`src/logic/omsw_map.vh`:
```
// Constants for the operating mode switch logic.
// Assumes inclusion by logic/omsw_top.v and the bench; definitions only.
`ifndef OMSW_MAP_VH
`define OMSW_MAP_VH
// ------------------------------------------------------------------
// Register byte offsets
// ------------------------------------------------------------------
`define OMSW_REG_MODE_SEL    12'h000
`define OMSW_REG_STARTUP     12'h004
`define OMSW_REG_ASSIGN      12'h008
`define OMSW_REG_STATUS      12'h00C
`define OMSW_REG_WRITE_SEL   12'h010
// ------------------------------------------------------------------
// Reset values and legal settings
// ------------------------------------------------------------------
`define OMSW_MODE_SEL_RST    4'h0
`define OMSW_STARTUP_RST     4'h0
`define OMSW_STARTUP_NET     4'hA
`define OMSW_ASSIGN_RST      2'h0
`define OMSW_WSEL_RST        2'h0
// ------------------------------------------------------------------
// Assignment register fields
// ------------------------------------------------------------------
`define OMSW_ASN_NET_PANEL   0
`define OMSW_ASN_NET_EXT     1
// ------------------------------------------------------------------
// Mode encoding on mode_out
// ------------------------------------------------------------------
`define OMSW_MODE_EXT        2'h0
`define OMSW_MODE_PANEL      2'h1
`define OMSW_MODE_NET        2'h2
`define OMSW_MODE_COMB       2'h3
// ------------------------------------------------------------------
// Bus response codes
// ------------------------------------------------------------------
`define OMSW_RESP_OKAY       2'h0
`define OMSW_RESP_SLVERR     2'h2
`endif

```
`src/logic/omsw_top.v`:
```
// Operating mode switch logic: resolves panel, external, network or combined mode.
// Assumes AXI4-Lite software access on aclk and asynchronous terminal pins.
//
// Operation
// - Selector 0,2: network switch inputs move to network only when stopped.
// - Selector 6: switching input changes are accepted while running.
// - Net-panel configured: input on gives panel, off gives network.
// - Startup 10: selector 1 panel, 2 network, 3/4 combined, input ignored.
// - Net-panel on with net-external on yields network, not panel.
// - Selector 7 without net-external assigned: net-panel network result becomes panel/external from panel-external input.
// - Selector 7: interlock off forces external; on permits switching.
// - Selector 2, net-external configured, startup not 10: on gives network, off gives external.
// - Startup 0/1 with selector 2: only network or external, never panel.
// - Selector 0,6,7, net-external off: net-panel if assigned, else startup 10 gives network, else panel-external.
// - Priority: selector, interlock, net-external, net-panel, startup, panel-external; selector 2 checks startup before net-external.
// - After reset: both parameters are back at 0, so the first mode is external.
// - Selector accepts 0-4, 6, 7; both parameters reset to 0.
// - Selector and startup writes accepted regardless of write selection.
// - Selector 0,6,7: panel-external input toggles modes, stopped unless 6.
//
// The AXI4-Lite interface to the registers and the register offsets were left to the implementer.
`timescale 1ns/1ns
`include "omsw_map.vh"
module omsw_top (
	// Clock and reset
	input  wire        aclk,
	input  wire        aresetn,
	// AXI4-Lite write address
	input  wire [11:0] s_axi_awaddr,
	input  wire        s_axi_awvalid,
	output reg         s_axi_awready,
	// AXI4-Lite write data
	input  wire [31:0] s_axi_wdata,
	input  wire [3:0]  s_axi_wstrb,
	input  wire        s_axi_wvalid,
	output reg         s_axi_wready,
	// AXI4-Lite write response
	output reg  [1:0]  s_axi_bresp,
	output reg         s_axi_bvalid,
	input  wire        s_axi_bready,
	// AXI4-Lite read address
	input  wire [11:0] s_axi_araddr,
	input  wire        s_axi_arvalid,
	output reg         s_axi_arready,
	// AXI4-Lite read data
	output reg  [31:0] s_axi_rdata,
	output reg  [1:0]  s_axi_rresp,
	output reg         s_axi_rvalid,
	input  wire        s_axi_rready,
	// Terminal pins
	input  wire        net_panel_switch_in,
	input  wire        net_external_switch_in,
	input  wire        panel_external_switch_in,
	input  wire        panel_interlock_in,
	input  wire        motor_running_in,
	input  wire        start_cmd_in,
	// Resolved mode
	output reg  [1:0]  mode_out,
	output reg         output_stop_out
);
	// ------------------------------------------------------------------
	// Input synchronisers
	// ------------------------------------------------------------------
	wire [5:0] pins_s;
	omsw_sync #(.WIDTH(6)) u_sync (
		.aclk     (aclk),
		.aresetn  (aresetn),
		.async_in ({start_cmd_in, motor_running_in, panel_interlock_in,
		            panel_external_switch_in, net_external_switch_in,
		            net_panel_switch_in}),
		.sync_out (pins_s)
	);
	wire np_s  = pins_s[0];
	wire ne_s  = pins_s[1];
	wire pe_s  = pins_s[2];
	wire il_s  = pins_s[3];
	wire stopped = !pins_s[4] || !pins_s[5];
	// ------------------------------------------------------------------
	// Registers
	// ------------------------------------------------------------------
	reg  [3:0]  mode_select_param_r;
	reg  [3:0]  comm_startup_param_r;
	reg  [1:0]  assign_r;
	reg  [1:0]  param_write_select_r;
	reg  [11:0] awaddr_r;
	reg  [31:0] wdata_r;
	reg  [3:0]  wstrb_r;
	reg         aw_have_r;
	reg         w_have_r;
	reg         boot_r;
	wire        np_asn = assign_r[`OMSW_ASN_NET_PANEL];
	wire        ne_asn = assign_r[`OMSW_ASN_NET_EXT];
	function legal_sel;
		input [3:0] v;
		begin
			legal_sel = (v <= 4'h4) || (v == 4'h6) || (v == 4'h7);
		end
	endfunction
	// ------------------------------------------------------------------
	// Write channel
	// ------------------------------------------------------------------
	wire aw_now  = aw_have_r || (s_axi_awvalid && s_axi_awready);
	wire w_now   = w_have_r || (s_axi_wvalid && s_axi_wready);
	wire [11:0] wa = aw_have_r ? awaddr_r : s_axi_awaddr;
	wire [31:0] wd = w_have_r ? wdata_r : s_axi_wdata;
	wire [3:0]  ws = w_have_r ? wstrb_r : s_axi_wstrb;
	wire [11:0] wa_w = {wa[11:2], 2'b00};
	wire do_wr  = aw_now && w_now && !s_axi_bvalid;
	wire wr_sel = (wa_w == `OMSW_REG_MODE_SEL);
	wire wr_st  = (wa_w == `OMSW_REG_STARTUP);
	wire wr_asn = (wa_w == `OMSW_REG_ASSIGN);
	wire wr_ws  = (wa_w == `OMSW_REG_WRITE_SEL);
	wire wr_sta = (wa_w == `OMSW_REG_STATUS);
	wire st_ok  = (wd[3:0] == `OMSW_STARTUP_RST) || (wd[3:0] == 4'h1) ||
	              (wd[3:0] == `OMSW_STARTUP_NET);
	reg  wr_ok;
	always @* begin
		wr_ok = 1'b1;
		if (wr_sel)
			wr_ok = legal_sel(wd[3:0]);
		else if (wr_st)
			wr_ok = st_ok;
		else if (!(wr_asn || wr_ws || wr_sta))
			wr_ok = 1'b0;
	end
	always @(posedge aclk) begin
		if (!aresetn) begin
			s_axi_awready        <= 1'b0;
			s_axi_wready         <= 1'b0;
			s_axi_bvalid         <= 1'b0;
			s_axi_bresp          <= `OMSW_RESP_OKAY;
			aw_have_r            <= 1'b0;
			w_have_r             <= 1'b0;
			awaddr_r             <= 12'h000;
			wdata_r              <= 32'h00000000;
			wstrb_r              <= 4'h0;
			mode_select_param_r  <= `OMSW_MODE_SEL_RST;
			comm_startup_param_r <= `OMSW_STARTUP_RST;
			assign_r             <= `OMSW_ASSIGN_RST;
			param_write_select_r <= `OMSW_WSEL_RST;
		end else begin
			s_axi_awready <= !aw_now && !s_axi_awready;
			s_axi_wready  <= !w_now && !s_axi_wready;
			if (s_axi_awvalid && s_axi_awready) begin
				aw_have_r <= 1'b1;
				awaddr_r  <= s_axi_awaddr;
			end
			if (s_axi_wvalid && s_axi_wready) begin
				w_have_r <= 1'b1;
				wdata_r  <= s_axi_wdata;
				wstrb_r  <= s_axi_wstrb;
			end
			if (s_axi_bvalid && s_axi_bready)
				s_axi_bvalid <= 1'b0;
			if (do_wr) begin
				aw_have_r     <= 1'b0;
				w_have_r      <= 1'b0;
				s_axi_awready <= 1'b0;
				s_axi_wready  <= 1'b0;
				s_axi_bvalid  <= 1'b1;
				s_axi_bresp   <= wr_ok ? `OMSW_RESP_OKAY : `OMSW_RESP_SLVERR;
				// Write selection deliberately does not gate these two.
				if (ws[0] && wr_ok && wr_sel)
					mode_select_param_r <= wd[3:0];
				if (ws[0] && wr_ok && wr_st)
					comm_startup_param_r <= wd[3:0];
				if (ws[0] && wr_asn)
					assign_r <= wd[1:0];
				if (ws[0] && wr_ws)
					param_write_select_r <= wd[1:0];
			end
		end
	end
	// ------------------------------------------------------------------
	// Read channel
	// ------------------------------------------------------------------
	always @(posedge aclk) begin
		if (!aresetn) begin
			s_axi_arready <= 1'b0;
			s_axi_rvalid  <= 1'b0;
			s_axi_rdata   <= 32'h00000000;
			s_axi_rresp   <= `OMSW_RESP_OKAY;
		end else begin
			s_axi_arready <= !s_axi_rvalid && !s_axi_arready && s_axi_arvalid;
			if (s_axi_rvalid && s_axi_rready)
				s_axi_rvalid <= 1'b0;
			if (s_axi_arvalid && s_axi_arready) begin
				s_axi_rvalid <= 1'b1;
				s_axi_rresp  <= `OMSW_RESP_OKAY;
				case ({s_axi_araddr[11:2], 2'b00})
				`OMSW_REG_MODE_SEL:
					s_axi_rdata <= {28'h0000000, mode_select_param_r};
				`OMSW_REG_STARTUP:
					s_axi_rdata <= {28'h0000000, comm_startup_param_r};
				`OMSW_REG_ASSIGN:
					s_axi_rdata <= {30'h0, assign_r};
				`OMSW_REG_STATUS:
					s_axi_rdata <= {24'h000000, 1'b0, output_stop_out,
					                pins_s[3:0], mode_out};
				`OMSW_REG_WRITE_SEL:
					s_axi_rdata <= {30'h0, param_write_select_r};
				default: begin
					s_axi_rdata <= 32'h00000000;
					s_axi_rresp <= `OMSW_RESP_SLVERR;
				end
				endcase
			end
		end
	end
	// ------------------------------------------------------------------
	// Mode resolution
	// ------------------------------------------------------------------
	// Requested mode from the parameters and switch inputs, ignoring the
	// stopped condition; the sequencer below decides when it may be taken.
	wire st_net = (comm_startup_param_r == `OMSW_STARTUP_NET);
	wire [1:0] pe_mode = pe_s ? `OMSW_MODE_EXT : `OMSW_MODE_PANEL;
	reg  [1:0] req;
	reg        free_sel;
	always @* begin
		req = `OMSW_MODE_EXT;
		// Evaluation order follows the priority chain top-down.
		case (mode_select_param_r)
		4'h1: req = `OMSW_MODE_PANEL;
		4'h3, 4'h4: req = `OMSW_MODE_COMB;
		4'h2: begin
			if (st_net)
				req = `OMSW_MODE_NET;
			else if (ne_asn && ne_s)
				req = `OMSW_MODE_NET;
			else
				req = `OMSW_MODE_EXT;
		end
		default: begin
			if (mode_select_param_r == 4'h7 && !il_s)
				req = `OMSW_MODE_EXT;
			else if (ne_asn && ne_s)
				req = `OMSW_MODE_NET;
			else if (np_asn && !(ne_asn && ne_s))
				req = np_s ? `OMSW_MODE_PANEL : `OMSW_MODE_NET;
			else if (st_net && !np_asn)
				req = `OMSW_MODE_NET;
			else
				req = pe_mode;
			if (req == `OMSW_MODE_NET && np_asn && !np_s && !ne_asn
			    && mode_select_param_r == 4'h7)
				req = pe_mode;
		end
		endcase
		free_sel = (mode_select_param_r == 4'h6);
	end
	// Changes are taken only while stopped unless the selector is 6; fixed
	// modes and the forced external interlock apply at once.
	wire forced = (mode_select_param_r == 4'h7 && !il_s) ||
	              (mode_select_param_r == 4'h1) || (mode_select_param_r == 4'h3) ||
	              (mode_select_param_r == 4'h4);
	// A reset starts from the selector's own mode; the switch inputs only act afterwards.
	wire [1:0] boot_mode = (mode_select_param_r == 4'h1) ? `OMSW_MODE_PANEL :
	                       ((mode_select_param_r == 4'h3) || (mode_select_param_r == 4'h4)) ?
	                       `OMSW_MODE_COMB : (st_net && !forced) ? `OMSW_MODE_NET : `OMSW_MODE_EXT;
	always @(posedge aclk) begin
		if (!aresetn) begin
			boot_r          <= 1'b1;
			mode_out        <= `OMSW_MODE_EXT;
			output_stop_out <= 1'b0;
		end else begin
			boot_r <= 1'b0;
			if (boot_r)
				mode_out <= boot_mode;
			else if (forced || free_sel || stopped)
				mode_out <= req;
			output_stop_out <= (mode_select_param_r == 4'h7) && il_s &&
			                   (mode_out == `OMSW_MODE_EXT);
		end
	end
endmodule

```
`src/logic/omsw_sync.v`:
```
// Two-flop synchroniser bank for the terminal inputs.
// Assumes the inputs are asynchronous levels from pins.
`timescale 1ns/1ns
module omsw_sync #(
	parameter WIDTH = 6
) (
	// Clock and reset
	input  wire             aclk,
	input  wire             aresetn,
	// Levels
	input  wire [WIDTH-1:0] async_in,
	output wire [WIDTH-1:0] sync_out
);
	reg [WIDTH-1:0] meta_r;
	reg [WIDTH-1:0] sync_r;
	genvar i;
	generate
		for (i = 0; i < WIDTH; i = i + 1) begin : g_bit
			always @(posedge aclk) begin
				if (!aresetn) begin
					meta_r[i] <= 1'b0;
					sync_r[i] <= 1'b0;
				end else begin
					meta_r[i] <= async_in[i];
					sync_r[i] <= meta_r[i];
				end
			end
		end
	endgenerate
	assign sync_out = sync_r;
endmodule

```
`config.mk`:
```
export PLATFORM = sky130hd
export DESIGN_NAME = omsw_top
export DESIGN_NICKNAME = d
export VERILOG_FILES = /design/src/logic/omsw_top.v /design/src/logic/omsw_sync.v
export VERILOG_INCLUDE_DIRS = /design/src /design/src/logic
export SDC_FILE = /design/constraint.sdc
export NUM_CORES = 1
export LEC_CHECK = 0
export BUFFER_PORTS_ARGS = -buffer_cell sky130_fd_sc_hd__buf_2
export CAP_MARGIN = 20
export CORE_UTILIZATION = 50
export CTS_BUF_LIST = sky130_fd_sc_hd__clkbuf_8
export DETAILED_ROUTE_END_ITERATION = 10
export GPL_TIMING_DRIVEN = 0
export PLACE_DENSITY = 0.83
export SETUP_SLACK_MARGIN = 0.2
export SYNTH_ARGS = -nofsm -noshare
export SYNTH_HDL_FRONTEND = slang
export SYNTH_SLANG_ARGS = --single-unit
```
`constraint.sdc`:
```
create_clock -name aclk -period 3.7 [get_ports aclk]
set_clock_uncertainty 0.05 [all_clocks]
set_input_delay 0.37 -clock aclk [delete_from_list [all_inputs] [get_ports aclk]]
set_output_delay 0.37 -clock aclk [all_outputs]
set_load 0.02 [all_outputs]
```
==> results of run 1 <==
## worst max-delay path, stage by stage, from the launching register on
cell and delay, ns:
dfxtp_1 0.37, buf_2 0.23, a21oi_1 0.11, a211o_1 0.30, or4b_1 0.54, or2_1 0.23, buf_6 0.13, and3_1 0.16
## cells in the mapped netlist (2+ instances only)
master	number
mux2i_1	14
buf_2	3
nand4b_1	4
buf_6	2
mux4_2	2
nand3_1	11
o221a_2	2
nand4_1	5
nor2_1	18
dfxtp_1	59
a21oi_1	33
nor3_1	12
and2_1	13
nand2_1	52
buf_4	27
inv_1	5
nand2b_1	6
nor2b_1	5
o21ai_0	8
clkbuf_1	11
a22oi_1	4
and3_1	3
a31oi_1	2
nor4_1	6
## metal layers
metal  part of all wire [%]  GRT usage, %  vias up
met5                      0             0        -
met4                    1.4         10.00        0
met3                    5.6         4.551       10
met2                     48         36.58       96
met1                     45         26.77     1118
li1                       -             -     1266
## cells by family after synthesis
| family | share of synthesized area, % |
|---|---|
| compound gates | 12.46 |
| mux | 7.062 |
| simple gates | 27.08 |
| other cells | 0.1348 |
| buf+inv | 10.80 |
| flops | 42.47 |
## area by class of cell
class / count / area [µm²]
Fill cell: 468 / 1849
Multi-Input combinational cell: 247 / 1398
Sequential cell: 59 / 1181
Buffer: 43 / 281.5
Timing Repair Buffer: 51 / 255.2
Clock buffer: 11 / 151.4
Tap cell: 70 / 87.58
Inverter: 5 / 18.77
Clock inverter: 3 / 15.01
## flip-flops by register name, indices dropped and copies added (netlist names)
register              count
s_axi_wready              1
s_axi_arready             1
s_axi_bvalid              1
param_write_select_r      2
w_have_r                  1
s_axi_rvalid              1
u_sync.meta_r             6
awaddr_r                 10
assign_r                  2
mode_select_param_r       4
s_axi_awready             1
u_sync.sync_out           6
boot_r                    1
wstrb_r                   1
comm_startup_param_r      4
wdata_r                   4
s_axi_rdata               7
s_axi_rresp               1
mode_out                  2
output_stop_out           1
aw_have_r                 1
s_axi_bresp               1
## through the flow
step / hold slack, ns / cells / worst slack, ns / cell area [µm²]
floorplan: 0.3619 / 354 / 1.462 / 2879
global placement: 0.3648 / 475 / 1.465 / 3222
detailed placement: 0.3691 / 475 / 1.473 / 3222
CTS: 0.1891 / 489 / 1.471 / 3388
global route: 0.1876 / 489 / 1.340 / 3388
finish: 0.1999 / 489 / 1.464 / 3388
## worst paths after layout
check                                         endpoint  cells after the start
worst min-delay path                  u_sync.meta_r[1]                      2
worst max-delay path            mode_select_param_r[3]                      7
worst min register to register      u_sync.sync_out[5]                      1
worst max register to register  mode_select_param_r[3]                      7
## layout by cell type, fill, tap and decap left out, types with 12 or more instances in the layout
cell and instances:
a21oi_1 33, nor2_1 18, buf_2 54, nor3_1 12, dfxtp_1 59, conb_1 27, mux2i_1 14, and2_1 13
buf_4 27, nand2_1 52
## report_power, final
part | internal, µW | total (µW) | switching (µW)
clock network | 268 | 496 | 228
registers | 657 | 671 | 13.9
logic | 72.3 | 178 | 106
==> results_dict.tcl, run 1 <==
set metrics [dict create \
    fmax_mhz 447.2 \
    hp-class "in2reg" \
    grt_overflow_total 0 \
    coreArea_um2 5238 \
    post-route-min-period_ns 2.236 \
    startpoint_type "flop" \
    power_uw 1346 \
    maxCapViolCount 0 \
    r2r_start "aw_have_r" \
    cp-startpoint "aw_have_r" \
    grt_use_total_pct 21.83 \
    initialDrtViolationCount 147 \
    arrival_ns 2.40 \
    viasPerCell 5.092 \
    yosysTopAreaCell "dfxtp_1" \
    wl_um 6001 \
    syn_inst 328 \
    fin_setup_tns_ns 0 \
    synthTopCellsByArea "dfxtp_1, buf_4, nand2_1, a21oi_1, mux2i_1" \
    path_clk_slew_ns 0.06 \
    grt_setup_unrepaired "no" \
    n_antenna_cell 0 \
    clkSinkCount 59 \
    power_density_nw_per_um2 397.3 \
    grt_max_degree 11 \
    hold_violations 0 \
    antenna_left 0 \
    final_nets 489 \
    yosysTopAreaCellShare_pct 42.47 \
    start_util_pct 53.11 \
    drc_errors 0 \
    post-route-util_pct 64.69 \
    slew_violations 0 \
    io_buffers 51 \
    cp_max_fo 10 \
    cts_resized 0 \
    drive_above_1_share_pct 25.54 \
    end_kind "flop" \
    ioPinCount 117 \
    avgSynthCellArea_um2 8.480 \
    setup_viol 0 \
    ys_types 45 \
    rows 26 \
    dpl.hpwl_um 4424 \
    dieHeight_um 76.59 \
    area_growth_syn_to_layout_pct 21.82 \
    worstPathRequired_ns 3.87 \
    fin_crit_sh_pct 60.44 \
    p_leak_uw 0.001481 \
    synth_area_um2 2781 \
    dieWidth_um 76.59 \
    drt_pre_antenna_iters 5 \
    dieArea_um2 5865 \
    clockBufferDepth 2 \
    ir_worst_vdd_v 0.0002574 \
    synthArstFlopShare_pct 0 \
    wire_per_inst_um 12.27 \
    min_from "net_external_switch_in" \
    outcome "complete, no violations" \
    post-cts-setup-buffers 0 \
    clockRootBuffer "clkbuf_8" \
    worst_pin_slew_ns 0.5540 \
    ys_ff_latch 59 \
    cts-buffers-inserted 9 \
    ys_seq_area_share_pct 42.47 \
    ys_warn_count 0 \
    gp_routability_congestion 0.8634 \
    vias 2490 \
    grt_pass1_vias 2309 \
    clock_latency_ns 0.32 \
    synth_ff_type "dfxtp_1" \
    cts-hold-fix-buffers 0 \
    synth-edff-count 0 \
    h-tree-depth 3 \
    grt_pass1_wl_um 10200 \
    slew-limit-headroom_pct 62.72 \
    cts_tree "done" \
    rrSetupSlack_ns 1.46 \
    path_class "reg2reg" \
    antenna_found_initial 0 \
]
Power figures use the tool's default switching activity.
==> run 2: changes to the inputs <==
--- a/config.mk
+++ b/config.mk
@@ -8,11 +8,11 @@
 export LEC_CHECK = 0
 export BUFFER_PORTS_ARGS = -buffer_cell sky130_fd_sc_hd__buf_2
 export CAP_MARGIN = 20
-export CORE_UTILIZATION = 50
+export CORE_UTILIZATION = 49
 export CTS_BUF_LIST = sky130_fd_sc_hd__clkbuf_8
 export DETAILED_ROUTE_END_ITERATION = 10
 export GPL_TIMING_DRIVEN = 0
-export PLACE_DENSITY = 0.83
+export PLACE_DENSITY = 0.82
 export SETUP_SLACK_MARGIN = 0.2
 export SYNTH_ARGS = -nofsm -noshare
 export SYNTH_HDL_FRONTEND = slang
==> constraint.sdc (replaced) <==
create_clock -name aclk -period 2.1 [get_ports aclk]
set_clock_uncertainty 0.05 [all_clocks]
set_input_delay 0.21 -clock aclk [delete_from_list [all_inputs] [get_ports aclk]]
set_output_delay 0.21 -clock aclk [all_outputs]
set_load 0.02 [all_outputs]
==> run 2 against run 1 <==
Largest cell class unchanged. The flow now finishes with violations (design-rule violations). Sequential cell count unchanged. Clock power increased by 64%. Global-route usage down 1.5 points.
==> results_dict.tcl, run 2 (synthesized netlist as in run 1, its figures left out) <==
set metrics [dict create \
    coreArea_um2 5473 \
    h-tree-depth 3 \
    wire_per_inst_um 11.98 \
    p_int_uw 1743 \
    cts-hold-fix-buffers 0 \
    met2_length_um 2835 \
    antenna_left 0 \
    n_antenna_cell 0 \
    worstPathRequired_ns 2.26 \
    met1_length_um 2728 \
    grt_overflow_total 0 \
    end_kind "flop" \
    top_layer_used "met4" \
    drive_above_1_share_pct 30.12 \
    arrival_ns 2.24 \
    initialDrtViolationCount 93 \
    wl_met3_um 314 \
    clkSinkCount 59 \
    grt_pass1_wl_um 9687 \
    hp-class "in2reg" \
    wl_um 5954 \
    rrSetupSlack_ns 0.02 \
    vias 2531 \
    max_stage_delay_ns 0.50 \
    startpoint_type "flop" \
    p_leak_uw 0.001536 \
    seqPwrFrac_pct 50.5 \
    antenna_found_initial 0 \
    reg.largest.list "awaddr_r x10, s_axi_rdata x7" \
    slew-limit-headroom_pct 62.33 \
    final_nets 496 \
    drc_errors 2 \
    grt_pass1_vias 2232 \
    viasPerCell 5.093 \
    path_clk_slew_ns 0.06 \
    post-route-min-period_ns 2.083 \
    fin_setup_tns_ns 0 \
    power_density_nw_per_um2 661.4 \
    grt_use_total_pct 20.37 \
    worst_pin_slew_ns 0.5599 \
    final_common_cell "dfxtp_1" \
    ioPinCount 117 \
    clockRootBuffer "clkbuf_8" \
    holdPathStages 2 \
    dieHeight_um 77.34 \
    io_buffers 51 \
    rows 27 \
    post-place-cells 477 \
    start_util_pct 50.82 \
    cts_tree "done" \
    fmax_mhz 480.1 \
    power.switching_uw 610.3 \
    clkPwrFrac_pct 34.5 \
    setup_viol 0 \
    ir_worst_vdd_v 0.0004488 \
    slew_violations 0 \
    dieWidth_um 77.34 \
    comb_power_share_pct 15.1 \
    r2r_start "w_have_r" \
    critPathCapture "mode_select_param_r[3]" \
    drt_pre_antenna_iters 7 \
    mostFrequentLayoutCells "dfxtp_1, buf_2, nand2_1" \
    cpMaxStageDelayCell "or4b_4" \
    power_uw 2353 \
    area_growth_syn_to_layout_pct 27.89 \
    dieArea_um2 5981 \
    clock_latency_ns 0.32 \
    hold_violations 0 \
    outcome "complete, but fails checks" \
    clockBufferDepth 2 \
    path_class "reg2reg" \
    hold_ws_ns 0.04523 \
    cts-buffers-inserted 9 \
    grt_max_degree 11 \
    largest_register "awaddr_r" \
    gp_routability_congestion 0.8464 \
    cp_max_fo 4 \
    cp_cell_sequence "buf_6 > nand4b_4 > a211o_1 > or4b_4 > or2_1 > buf_6 > and3_4" \
    final_cell_count_no_fill 497 \
    violations "design-rule violations" \
    maxCapViolCount 0 \
    rr_endpoint "mode_select_param_r[3]" \
    cp-startpoint "w_have_r" \
    dpl.hpwl_um 4307 \
    post-route-util_pct 65.00 \
    reg2reg_depth 7 \
    grt_setup_unrepaired "yes" \
    fin_crit_sh_pct 99.18 \
    switching_share_pct 25.94 \
    min_from "panel_interlock_in" \
    largest_reg_flops 10 \
    crit_top_cell "buf_6" \
]
==> run 2: cell count changes in the layout (fill, tap and decap cells not counted), moves of 2 or more <==
| cell | change |
|---|---|
| nand2_2 | +2 |
| mux2i_4 | +3 |
| nand2_1 | -2 |
| clkinv_2 | -3 |
| inv_1 | +3 |
| buf_2 | -2 |
| dfxtp_1 | -4 |
| buf_4 | +5 |
| dfxtp_2 | +3 |
| nor4_1 | -2 |
| mux2i_1 | -3 |
| buf_6 | +3 |
==> run 2: repair_timing <==
action,4_1_cts,5_1_grt
buffers inserted,4,2
gates resized for setup,8,22
gates cloned,0,1
pin swaps,3,4
endpoints found under the setup margin,5,13
==> run 2: layout make-up <==
type                    instances  area (µm²)
multi-input cells             247        1494
inverters                       5       18.77
fillers                       483        1916
clock buffers                  10       137.6
well taps                      72       90.09
flip-flops and latches         59        1189
repair buffers                 58       319.1
clock inverters                 3       11.26
plain buffers                  43       297.8
==> run 2: through the flow <==
stage          area, µm²  worst slack (ns)
4_1_cts             3440          -0.01659
5_1_grt             3557          -0.01357
3_5_place_dp        3236          -0.09810
6_report            3557           0.01724
3_3_place_gp        3236          -0.05243
2_1_floorplan       2890           0.09261
==> run 2: critical path: cells and delay by family (launching register included) <==
kind	cells	cell delay (ns)
simple gates	4	1.06
compound gates	1	0.30
buf+inv	2	0.24
flops	1	0.32
==> run 2: how the worst min path moves through the flow <==
stage                                  end
after floorplan              s_axi_arready
after global placement    u_sync.meta_r[4]
after detailed placement  u_sync.meta_r[3]
after CTS                 u_sync.meta_r[3]
after global routing      u_sync.meta_r[0]
final                     u_sync.meta_r[3]
==> run 2: per-layer routing <==
metal	vias up	track usage, %
li1	1286	-
met1	1160	25.68
met2	77	33.45
met3	8	4.118
met4	0	9.245
met5	-	0
==> run 2: power by group through the flow <==
stage	logic [µW]	clock network [µW]	registers, µW
floorplan	217	0	1210
global placement	306	0	1210
detailed placement	312	0	1210
CTS	323	823	1180
global route	388	876	1190
finish	355	811	1190
==> run 3: changes to the inputs <==
--- a/config.mk
+++ b/config.mk
@@ -13,7 +13,7 @@
 export DETAILED_ROUTE_END_ITERATION = 10
 export GPL_TIMING_DRIVEN = 0
 export PLACE_DENSITY = 0.82
-export SETUP_SLACK_MARGIN = 0.2
+export SETUP_SLACK_MARGIN = 0.4
 export SYNTH_ARGS = -nofsm -noshare
 export SYNTH_HDL_FRONTEND = slang
 export SYNTH_SLANG_ARGS = --single-unit
==> run 3 against run 2 <==
Power is 0.59% higher. Critical endpoint unchanged. Highest routed layer unchanged. The flow finishes with violations (design-rule violations, negative setup slack). Clock power hardly changed. Largest power group unchanged. Core utilization is 1.4 points higher.
==> results_dict.tcl, run 3 (synthesized netlist as in run 1, its figures left out) <==
set metrics [dict create \
    dpl.hpwl_um 4307 \
    critPathTopFamily "simple AND/OR/NAND/NOR gates" \
    setup_viol 1 \
    ir_worst_vdd_v 0.0004500 \
    maxCapViolCount 0 \
    area_growth_syn_to_layout_pct 30.63 \
    post-route-min-period_ns 2.103 \
    coreArea_um2 5473 \
    path_class "reg2reg" \
    grt_max_degree 11 \
    cp_cell_sequence "buf_6 > nand4b_4 > a211o_1 > or4b_4 > or2_1 > buf_6 > and3_4" \
    fin_crit_sh_pct 100.1 \
    outcome "complete, but fails checks" \
    dieArea_um2 5981 \
    clock_latency_ns 0.32 \
    arrival_ns 2.26 \
    end_kind "flop" \
    start_util_pct 50.82 \
    grt_use_total_pct 20.52 \
    cpMaxStageDelayCell "or4b_4" \
    antenna_found_initial 0 \
    path_clk_slew_ns 0.06 \
    cts-buffers-inserted 9 \
    rows 27 \
    clkSinkCount 59 \
    wl_met3_um 376 \
    path_buf_inv 2 \
    h-tree-depth 3 \
    worst_pin_slew_ns 0.5904 \
    power_density_nw_per_um2 651.4 \
    slew-limit-headroom_pct 60.64 \
    largest_register "awaddr_r" \
    finish.instance_area_um2 3633 \
    grt_pass1_vias 2224 \
    drt_pre_antenna_iters 8 \
    vias 2564 \
    grt_overflow_total 0 \
    n_antenna_cell 0 \
    dpl_cell_area_um2 3236 \
    startpoint_type "flop" \
    met1_length_um 2718 \
    io_buffers 51 \
    rrSetupSlack_ns -0.003 \
    fill_cells 469 \
    drc_errors 2 \
    reg.largest.list "awaddr_r x10, s_axi_rdata x7" \
    wl_um 6201 \
    clockRootBuffer "clkbuf_8" \
    dieHeight_um 77.34 \
    viasPerCell 5.128 \
    drive_above_1_share_pct 33.41 \
    cts_tree "done" \
    final_nets 499 \
    worstPathRequired_ns 2.26 \
    antenna_left 0 \
    hold_violations 0 \
    cts-hold-fix-buffers 0 \
    final_common_cell "dfxtp_1" \
    gp_routability_congestion 0.8464 \
    clockBufferDepth 2 \
    wire_per_inst_um 12.40 \
    grt_pass1_wl_um 9756 \
    met2_length_um 3005 \
    hold_ws_ns 0.04425 \
    max_stage_delay_ns 0.50 \
    largest_reg_flops 10 \
    violations "design-rule violations, negative setup slack" \
    crit_top_cell "buf_6" \
    p_leak_uw 0.001567 \
    ioPinCount 117 \
    slew_violations 0 \
    mostFrequentLayoutCells "dfxtp_1, buf_2, nand2_1" \
    grt_setup_unrepaired "yes" \
    fmax_mhz 475.6 \
    dieWidth_um 77.34 \
    setup_ws_ns -0.002795 \
    top_layer_used "met4" \
    initialDrtViolationCount 95 \
    cp_max_fo 4 \
    hp-class "in2reg" \
]
==> run 3: area by class of cell <==
cell class | count | area [µm²] | area share, %
timing repair buffer | 61 | 341.6 | 9.401
clock buffer | 10 | 137.6 | 3.788
tap | 72 | 90.09 | 2.479
inverter | 5 | 18.77 | 0.5165
clock inverter | 3 | 11.26 | 0.3099
multi-input combinational | 247 | 1538 | 42.32
buffer | 43 | 305.3 | 8.402
sequential | 59 | 1191 | 32.78
==> run 3: worst paths after layout <==
kind / end / depth (start not counted) / startpoint
max: mode_select_param_r[3] / 7 / w_have_r
min: u_sync.meta_r[3] / 2 / panel_interlock_in
max reg2reg: mode_select_param_r[3] / 7 / w_have_r
min reg2reg: u_sync.sync_out[4] / 1 / u_sync.meta_r[4]
==> run 3: through the flow <==
step / setup slack, ns / TNS (ns) / power, µW / std cells / util [%]
3_5_place_dp: -0.09810 / -0.2583 / 1520 / 477 / 59.12
4_1_cts: -0.01659 / -0.01659 / 2331 / 494 / 63.24
5_1_grt: -0.02505 / -0.02962 / 2467 / 500 / 66.39
2_1_floorplan: 0.09261 / 0 / 1432 / 354 / -
6_report: -0.002795 / -0.002795 / 2367 / 500 / 66.39
3_3_place_gp: -0.05243 / -0.05930 / 1512 / 477 / 59.12
==> run 3: layer usage <==
layer,global-route usage [%],vias to the layer above
li1,-,1291
met1,25.98,1172
met2,34.07,90
met3,3.765,11
met4,8.868,0
met5,0,-
==> run 3: report_power, final <==
group | switching, µW | internal, µW | total [µW] | leakage (µW)
Sequential | 27.6 | 1160 | 1190 | 0.000484
Combinational | 206 | 161 | 367 | 0.000995
Clock | 385 | 427 | 813 | 0.0000879
Total | 619 | 1750 | 2370 | 0.00157
==> run 3: timing repair <==
item | CTS | global route
setup buffers | 4 | 5
gates cloned | 0 | 1
pin swaps | 6 | 11
gates resized for setup | 14 | 31
setup endpoints to repair | 13 | 15
